<file path="src/pkg/word_format_pkg.sv">
`default_nettype none
package word_format_pkg;

  localparam int WORD_W      = 16;
  localparam int EXP_W       = 9;
  localparam int REAL_FRAC_W = 22;
  localparam int LONG_FRAC_W = 54;
  localparam int CHAR_W      = 8;

  // Bit 0 is the leftmost (MSB) bit of a word
  localparam int SIGN_POS    = 15;
  localparam int EXP_HI      = 14;
  localparam int EXP_LO      = 6;
  localparam int FRAC_HI     = 5;

  localparam logic [9:0]  EXP_BIAS   = 10'h0100;
  localparam logic [15:0] WORD_TRUE  = 16'hFFFF;
  localparam logic [15:0] WORD_FALSE = 16'h0000;
  localparam logic [15:0] WORD_RST   = 16'h0000;

  typedef enum logic [2:0] {
    FMT_INT,
    FMT_DINT,
    FMT_REAL,
    FMT_LONG,
    FMT_BYTE,
    FMT_LOGIC
  } data_format_e;

  typedef struct packed {
    logic [15:0] w0;
    logic [15:0] w1;
    logic [15:0] w2;
    logic [15:0] w3;
  } word_group_s;

  typedef struct packed {
    logic        sign;
    logic [8:0]  exp_biased;
    logic signed [9:0] exp_true;
    logic [54:0] fraction;
    logic        is_zero;
    logic signed [31:0] int_value;
    logic        truth;
    logic [7:0]  char_first;
    logic [7:0]  char_second;
    logic [63:0] negated;
  } unpacked_s;

endpackage
`default_nettype wire

</file>
<file path="src/core/word_data_format_unpacker.sv">
`timescale 1ns/100ps
`default_nettype none
module word_data_format_unpacker
  import word_format_pkg::*;
(
  input  wire logic         clk_sys,
  input  wire logic         rst,
  input  wire data_format_e format_sel,
  input  wire word_group_s  words_in,
  input  wire logic         make_true,
  output var  unpacked_s    result_q,
  output var  logic [15:0]  logic_word_q
);

  unpacked_s result_d;
  logic      flt_zero;
  logic      is_long;

  // Sign, first word bit 0 in big-endian numbering
  function automatic logic word_sign(input logic [15:0] w);
    word_sign = w[SIGN_POS];
  endfunction

  // Bits 1..9 of the first word
  function automatic logic [8:0] word_exp(input logic [15:0] w);
    word_exp = w[EXP_HI:EXP_LO];
  endfunction

  assign is_long = (format_sel == FMT_LONG);

  always_comb
  begin
    if (is_long)
      flt_zero = (words_in == '0);
    else
      flt_zero = ({words_in.w0, words_in.w1} == 32'h0000_0000);
  end

  always_comb
  begin
    result_d = '0;
    case (format_sel)
      FMT_INT:
      begin
        result_d.sign      = word_sign(words_in.w0);
        result_d.int_value = {{16{words_in.w0[SIGN_POS]}}, words_in.w0};
        result_d.is_zero   = (words_in.w0 == WORD_FALSE);
      end
      FMT_DINT:
      begin
        result_d.sign      = word_sign(words_in.w0);
        result_d.int_value = {words_in.w0, words_in.w1};
        result_d.is_zero   = ({words_in.w0, words_in.w1} == 32'h0000_0000);
      end
      FMT_REAL, FMT_LONG:
      begin
        result_d.sign       = word_sign(words_in.w0);
        result_d.exp_biased = word_exp(words_in.w0);
        result_d.exp_true   = $signed({1'b0, word_exp(words_in.w0)}) - $signed(EXP_BIAS);
        result_d.is_zero    = flt_zero;
        if (is_long)
          result_d.fraction = {~flt_zero, words_in.w0[FRAC_HI:0], words_in.w1, words_in.w2, words_in.w3};
        else
          result_d.fraction = {~flt_zero, words_in.w0[FRAC_HI:0], words_in.w1, 32'h0000_0000};
        if (is_long)
          result_d.negated = {~words_in.w0[SIGN_POS], words_in.w0[EXP_HI:0], words_in.w1, words_in.w2, words_in.w3};
        else
          result_d.negated = {~words_in.w0[SIGN_POS], words_in.w0[EXP_HI:0], words_in.w1, 32'h0000_0000};
      end
      FMT_BYTE:
      begin
        result_d.char_first  = words_in.w0[15:8];
        result_d.char_second = words_in.w0[7:0];
      end
      FMT_LOGIC:
      begin
        result_d.int_value = {16'h0000, words_in.w0};
        result_d.truth     = words_in.w0[0];
        result_d.is_zero   = (words_in.w0 == WORD_FALSE);
      end
      default:
        result_d = '0;
    endcase
  end

  always_ff @(posedge clk_sys or posedge rst)
  begin
    if (rst)
      result_q <= '0;
    else
      result_q <= result_d;
  end

  always_ff @(posedge clk_sys or posedge rst)
  begin
    if (rst)
      logic_word_q <= WORD_RST;
    else
      logic_word_q <= make_true ? WORD_TRUE : WORD_FALSE;
  end

  chk_latency_one: assert property (@(posedge clk_sys) disable iff (rst)
    format_sel == FMT_DINT |=> result_q.int_value == $past({words_in.w0, words_in.w1}))
    else $error("unpack latency wrong");

  chk_reset_clear: assert property (@(posedge clk_sys)
    rst |=> result_q == '0 && logic_word_q == WORD_RST)
    else $error("reset left outputs set");

  chk_undef_zero: assert property (@(posedge clk_sys) disable iff (rst)
    format_sel > FMT_LOGIC |=> result_q == '0)
    else $error("undefined format not cleared");

  chk_int_zero: assert property (@(posedge clk_sys) disable iff (rst)
    format_sel == FMT_INT |=> result_q.is_zero == ($past(words_in.w0) == WORD_FALSE))
    else $error("int zero flag wrong");

  chk_int_sign: assert property (@(posedge clk_sys) disable iff (rst)
    format_sel == FMT_INT |=> result_q.sign == $past(words_in.w0[SIGN_POS])
      && result_q.sign == result_q.int_value[31])
    else $error("int sign wrong");

  chk_int_extend: assert property (@(posedge clk_sys) disable iff (rst)
    format_sel == FMT_INT |=> result_q.int_value == {{16{$past(words_in.w0[SIGN_POS])}}, $past(words_in.w0)})
    else $error("int extension wrong");

  chk_int_range: assert property (@(posedge clk_sys) disable iff (rst)
    format_sel == FMT_INT |=> $signed(result_q.int_value) >= -32768 && $signed(result_q.int_value) <= 32767)
    else $error("int out of range");

  chk_dint_sign: assert property (@(posedge clk_sys) disable iff (rst)
    format_sel == FMT_DINT |=> result_q.sign == $past(words_in.w0[SIGN_POS])
      && result_q.sign == result_q.int_value[31])
    else $error("double sign wrong");

  chk_dint_zero: assert property (@(posedge clk_sys) disable iff (rst)
    format_sel == FMT_DINT |=> result_q.is_zero == ($past({words_in.w0, words_in.w1}) == 32'h0000_0000))
    else $error("double zero flag wrong");

  chk_dint_range: assert property (@(posedge clk_sys) disable iff (rst)
    format_sel == FMT_DINT |=> ($signed(result_q.int_value) < 0) == result_q.sign)
    else $error("double value sign wrong");

  chk_real_sign: assert property (@(posedge clk_sys) disable iff (rst)
    format_sel == FMT_REAL |=> result_q.sign == $past(words_in.w0[SIGN_POS]))
    else $error("real sign wrong");

  chk_float_quiet: assert property (@(posedge clk_sys) disable iff (rst)
    (format_sel == FMT_REAL || format_sel == FMT_LONG) |=> result_q.int_value == 32'h0000_0000
      && !result_q.truth && result_q.char_first == 8'h00)
    else $error("float touched other fields");

  chk_exp_bias: assert property (@(posedge clk_sys) disable iff (rst)
    format_sel == FMT_REAL |=> result_q.exp_true == $signed({1'b0, $past(words_in.w0[14:6])}) - 10'sd256)
    else $error("exponent bias wrong");

  chk_exp_real_field: assert property (@(posedge clk_sys) disable iff (rst)
    format_sel == FMT_REAL |=> result_q.exp_biased == $past(words_in.w0[EXP_HI:EXP_LO]))
    else $error("real exponent field wrong");

  chk_exp_long: assert property (@(posedge clk_sys) disable iff (rst)
    format_sel == FMT_LONG |=> result_q.exp_biased == $past(words_in.w0[EXP_HI:EXP_LO])
      && result_q.exp_true == $signed({1'b0, $past(words_in.w0[EXP_HI:EXP_LO])}) - 10'sd256)
    else $error("long exponent wrong");

  chk_real_frac: assert property (@(posedge clk_sys) disable iff (rst)
    format_sel == FMT_REAL |=> result_q.fraction[53:0] == {$past(words_in.w0[FRAC_HI:0]),
      $past(words_in.w1), 32'h0000_0000})
    else $error("real fraction wrong");

  chk_real_zero: assert property (@(posedge clk_sys) disable iff (rst)
    format_sel == FMT_REAL |=> result_q.is_zero == ($past({words_in.w0, words_in.w1}) == 32'h0000_0000))
    else $error("real zero detect wrong");

  chk_zero_frac: assert property (@(posedge clk_sys) disable iff (rst)
    format_sel == FMT_REAL && {words_in.w0, words_in.w1} == 32'h0000_0000 |=> result_q.fraction == '0
      && result_q.exp_true == -10'sd256)
    else $error("real zero fraction wrong");

  chk_negate_sign: assert property (@(posedge clk_sys) disable iff (rst)
    format_sel == FMT_LONG |=> result_q.negated == ($past(words_in) ^ 64'h8000_0000_0000_0000))
    else $error("negate changed more than sign");

  chk_real_negate: assert property (@(posedge clk_sys) disable iff (rst)
    format_sel == FMT_REAL |=> result_q.negated == {$past(words_in.w0) ^ 16'h8000,
      $past(words_in.w1), 32'h0000_0000})
    else $error("real negate wrong");

  chk_long_sign: assert property (@(posedge clk_sys) disable iff (rst)
    format_sel == FMT_LONG |=> result_q.sign == $past(words_in.w0[SIGN_POS]))
    else $error("long sign wrong");

  chk_long_frac: assert property (@(posedge clk_sys) disable iff (rst)
    format_sel == FMT_LONG |=> result_q.fraction[53:0] == {$past(words_in.w0[FRAC_HI:0]),
      $past(words_in.w1), $past(words_in.w2), $past(words_in.w3)})
    else $error("long fraction wrong");

  chk_hidden_one: assert property (@(posedge clk_sys) disable iff (rst)
    (format_sel == FMT_LONG || format_sel == FMT_REAL) |=> result_q.fraction[54] == !result_q.is_zero)
    else $error("hidden one wrong");

  chk_long_zero: assert property (@(posedge clk_sys) disable iff (rst)
    format_sel == FMT_LONG |=> result_q.is_zero == ($past(words_in) == 64'h0000_0000_0000_0000))
    else $error("long zero detect wrong");

  chk_long_zero_frac: assert property (@(posedge clk_sys) disable iff (rst)
    format_sel == FMT_LONG && words_in == '0 |=> result_q.fraction == '0)
    else $error("long zero fraction wrong");

  chk_char_order: assert property (@(posedge clk_sys) disable iff (rst)
    format_sel == FMT_BYTE |=> result_q.char_first == $past(words_in.w0[15:8]))
    else $error("char order wrong");

  chk_char_second: assert property (@(posedge clk_sys) disable iff (rst)
    format_sel == FMT_BYTE |=> result_q.char_second == $past(words_in.w0[7:0]))
    else $error("second char wrong");

  chk_byte_quiet: assert property (@(posedge clk_sys) disable iff (rst)
    format_sel == FMT_BYTE |=> result_q.fraction == '0 && result_q.int_value == 32'h0000_0000)
    else $error("byte touched other fields");

  chk_logic_value: assert property (@(posedge clk_sys) disable iff (rst)
    format_sel == FMT_LOGIC |=> result_q.int_value == {16'h0000, $past(words_in.w0)})
    else $error("logical value wrong");

  chk_logic_unsigned: assert property (@(posedge clk_sys) disable iff (rst)
    format_sel == FMT_LOGIC |=> !result_q.sign && result_q.is_zero == ($past(words_in.w0) == WORD_FALSE))
    else $error("logical sign or zero wrong");

  chk_logic_truth: assert property (@(posedge clk_sys) disable iff (rst)
    format_sel == FMT_LOGIC |=> result_q.truth == $past(words_in.w0[0]))
    else $error("truth bit wrong");

  chk_truth_low: assert property (@(posedge clk_sys) disable iff (rst)
    format_sel == FMT_LOGIC && words_in.w0 == 16'hFFFE |=> !result_q.truth)
    else $error("even word read as true");

  chk_true_word: assert property (@(posedge clk_sys) disable iff (rst)
    make_true |=> logic_word_q == WORD_TRUE)
    else $error("TRUE word wrong");

  chk_false_word: assert property (@(posedge clk_sys) disable iff (rst)
    !make_true |=> logic_word_q == WORD_FALSE)
    else $error("FALSE word wrong");

endmodule // word_data_format_unpacker
`default_nettype wire

</file>
<file path="config.mk">
export PLATFORM = sky130hd
export DESIGN_NAME = word_data_format_unpacker
export DESIGN_NICKNAME = d
export VERILOG_FILES = /design/src/pkg/word_format_pkg.sv /design/src/core/word_data_format_unpacker.sv
export SDC_FILE = /design/constraint.sdc
export NUM_CORES = 1
export LEC_CHECK = 0
export ABC_AREA = 1
export BUFFER_PORTS_ARGS = -buffer_cell sky130_fd_sc_hd__buf_2
export CAP_MARGIN = 15
export CORE_UTILIZATION = 40
export DETAILED_ROUTE_END_ITERATION = 6
export GPL_TIMING_DRIVEN = 0
export PLACE_DENSITY = 0.8
export SYNTH_ARGS = -nofsm -noshare
export SYNTH_HDL_FRONTEND = slang
export SYNTH_SLANG_ARGS = --single-unit
</file>
<file path="constraint.sdc">
create_clock -name clk_sys -period 6.99 [get_ports clk_sys]
set_input_delay 1.398 -clock clk_sys [delete_from_list [all_inputs] [get_ports clk_sys]]
set_output_delay 1.398 -clock clk_sys [all_outputs]
set_load 0.02 [all_outputs]
</file>
# == Yosys cells after proc, flatten, opt, wreduce, memory -nomap -nowiden ==
# Index checks and enable logic that the tools add are counted.
# Widths: inputs -> output; s select.
# op_classes
n_addsub,1
n_eq_ne,5
n_mux,11
bitwise,2
n_reduce_logical,7
# ops
op,n
$pmux 32 s3,1
$mux 74,1
$logic_not 64->1,1
$mux 32,2
$mux 64,1
$logic_not 32->1,1
$mux 16,2
$logic_not 16->1,1
$sub 9x9->10 const B,1
$eq 3x2->1 const B,2
$eq 3x3->1 const B,2
$reduce_or 2->1,2
$reduce_or 4->1,1
$eq 3x1->1 const B,1
$logic_not 3->1,1
$mux 1,3
$pmux 1 s3,1
$not 1->1,2
# totals
register_bits,205
inputBits,70
output_inout_bits,205
elab_cells,37

# == Logic depth before layout (Yosys ltp) ==
# depth
depth_word,4
mapped_depth,7
depth_no_buf,7

# == Worst setup path after synthesis ==
# Ideal clock, no wire load.
# synth_path
path_type,register to output
startpoint,"register, netlist name logic_word_q[14]"
endpoint,output logic_word_q[10]
t_arrival_ps,867
required_ps,5592
slack_ps,4725
stages_incl_launch_ff,2
path_cell_list,dfrtp_1 -> buf_4
# synth_rtl
element,line_no,source
"end, declared",word_data_format_unpacker.sv:12,output var logic [15:0] logic_word_q

==> impl_metrics.env <==
export IMPL_final_cells=918
export IMPL_post_route_min_period_ps=2720
export IMPL_cts_htree_levels=4
export IMPL_dp_cells=885
export IMPL_core_um2=11500
export IMPL_rows=39
export IMPL_startpoint_type="flop"
export IMPL_chipWidth_um=111
export IMPL_slew_violations=0
export IMPL_fin_crit_sh=0.390
export IMPL_netlist_top_cells_area="dfrtp_1, buf_4, nor2_1"
export IMPL_wl_per_cell_um=14.5
export IMPL_cts_tree="yes"
export IMPL_path_max_fanout=16
export IMPL_async_flop_share=1.00
export IMPL_ys_warnings_count=0
export IMPL_area_growth_pct=48.0
export IMPL_synth_ff_type="dfrtp_1"
export IMPL_ctsHoldBuffers=0
export IMPL_numCtsBuffers=17
export IMPL_initial_core_util=0.412
export IMPL_drt_vias_per_instance=4.33
export IMPL_p_leak_nw=4.44
export IMPL_fin_area_um2=6990
export IMPL_syn_inst=467
export IMPL_clockBufferDepth=2
export IMPL_gr_total_overflow=0
export IMPL_max_slew_worst_pin_slew_ps=437
export IMPL_synth_top_cell_area_share=0.625
export IMPL_cp_required_ps=5590
export IMPL_synth_cell_area_um2=4720
export IMPL_cp_startpoint="logic_word_q[14]$_DFF_PP0_"
export IMPL_vias=3976
export IMPL_grt_max_degree=76
export IMPL_hpwl_mm=10.5
export IMPL_finalSetupViolCount=0
export IMPL_cts_setup_buffers=0
export IMPL_synth_seq_cells=118
export IMPL_drc=0
export IMPL_ant_nets=0
export IMPL_outcome="finished, final reports clean"
export IMPL_drt_iter0_drc=156
export IMPL_drive_gt1_frac=0.534
export IMPL_yosys_area_top_type="dfrtp_1"
export IMPL_grt_usage=0.227
export IMPL_root_buffer="clkbuf_16"
export IMPL_syn_avg_cell_area_um2=10.1
export IMPL_cp_end_kind="output pin"
export IMPL_post_place_ws_ps=4570
export IMPL_finish_utilization=0.610
export IMPL_io_pins=275
export IMPL_nFillCells=1024
export IMPL_io_buffers=273
export IMPL_hold_class="in -> async"
export IMPL_max_vdd_ir_drop_mv=0.150
export IMPL_placed_cell_area_um2=6320
export IMPL_hold_viol=0
export IMPL_layout_setup_ws_ps=4270
export IMPL_grt_pass1_wl_mm=20.8
export IMPL_first_global_vias=3847
export IMPL_maxSlewHeadroom=0.709
export IMPL_synth_edff_count=0
export IMPL_grt_antenna_before_repair=0
export IMPL_wl_mm=13.3
export IMPL_rsz0062_at_grt="false"
export IMPL_ys_seq_area_frac=0.625
export IMPL_p_per_area_nw_per_um2=276
export IMPL_dieArea_um2=12200
export IMPL_yosysMostFrequentCell="dfrtp_1"
export IMPL_synth_nets=537
export IMPL_fmax_ghz=0.367
export IMPL_post_cts_resize_count=0
export IMPL_die_h_um=111
export IMPL_firstDrtPassIters=4
export IMPL_drv_cap=0
export IMPL_nets=831
export IMPL_clkTransAtPathRegs_ps=60
export IMPL_setup_tns_ps=0
export IMPL_critPathKind="reg -> out"
export IMPL_yosys_top_cells_count="dfrtp_1, nor2_1, buf_4"
export IMPL_gp_congestion=0.841
export IMPL_clock_sinks=118
export IMPL_worst_ep_arrival_time_ps=1330
export IMPL_yosys_cell_types_count=21
-- cells in the final DEF (no fill, tap or decap) --
cell        count
a21oi_1         1
nor3b_1         1
clkbuf_2        1
inv_6           1
o21ai_0        14
bufinv_16       6
dfrtp_1       118
o21ai_2         1
clkinv_2        3
o21ai_1         2
nor2_2          1
clkbuf_8        1
inv_4           1
nor2_1        111
nand2_2         1
buf_2         282
clkbuf_16      17
diode_2         1
o22ai_1        16
nand3_1         7
clkbuf_1        1
buf_16          1
inv_1          67
nor3_1          1
buf_6           2
nand4_1         4
inv_2           2
buf_12          1
nor2_4          1
nand2_1        18
clkinvlp_4      3
buf_4          88
-- layout make-up --
type                    count  area (um2)  share of cell area
clock buffers              19         443              0.0634
flip-flops and latches    118        2950               0.422
repair buffers            275        1410               0.202
clock inverters            13         226              0.0324
well taps                 143         179              0.0256
inverters                  70         265              0.0379
diodes                      1        2.50            0.000358
multi-input cells         179         774               0.111
plain buffers             100         733               0.105
-- per-layer routing --
layer,vias up,wire (um),track usage
met4,0,252,0.101
li1,1916,-,-
met2,180,7450,0.420
met5,-,0,0
met1,1861,4810,0.240
met3,19,792,0.0585
-- power breakdown --
| group | switching (W) | leakage, nW | internal (W) |
|---|---|---|---|
| clock network | 0.000302 | 0.319 | 0.000677 |
| registers | 0.0000116 | 1.59 | 0.000710 |
| logic | 0.000143 | 2.53 | 0.0000836 |
| total | 0.000457 | 4.44 | 0.00147 |
-- metrics by stage --
step | power [W] | hold slack (ps)
2_1_floorplan | 0.000869 | 1430
3_3_place_gp | 0.000956 | 1510
3_5_place_dp | 0.000963 | 1270
4_1_cts | 0.00195 | 836
5_1_grt | 0.00200 | 835
6_report | 0.00193 | 851
-- worst paths after layout --
kind	depth (start not counted)	slack, ps	end
min in group clk_sys	1	1100	logic_word_q[14]$_DFF_PP0_
max	2	4270	logic_word_q[4]
min	2	850	result_q[29]$_DFF_PP0_
max in group asynchronous	4	5350	result_q[72]$_DFF_PP0_
-- flip-flops by register name, indices dropped and copies added (netlist names) --
name / cells
logic_word_q: 1
result_q: 117
-- worst max-delay path, stage by stage (launching register included) --
cell and delay [ps]:
dfrtp_1 600, buf_4 180, buf_2 150
-- kinds of logic (layout without fill, tap and decap cells) --
kind of cell | after synthesis | in the layout | synth area share
AND/OR/NAND/NOR | 145 | 145 | 0.123
flip-flops | 118 | 118 | 0.625
AO/OA/AOI/OAI | 34 | 34 | 0.0411
other | 0 | 1 | 0
buffers and inverters | 170 | 477 | 0.211
Power figures use the tool's default switching activity.
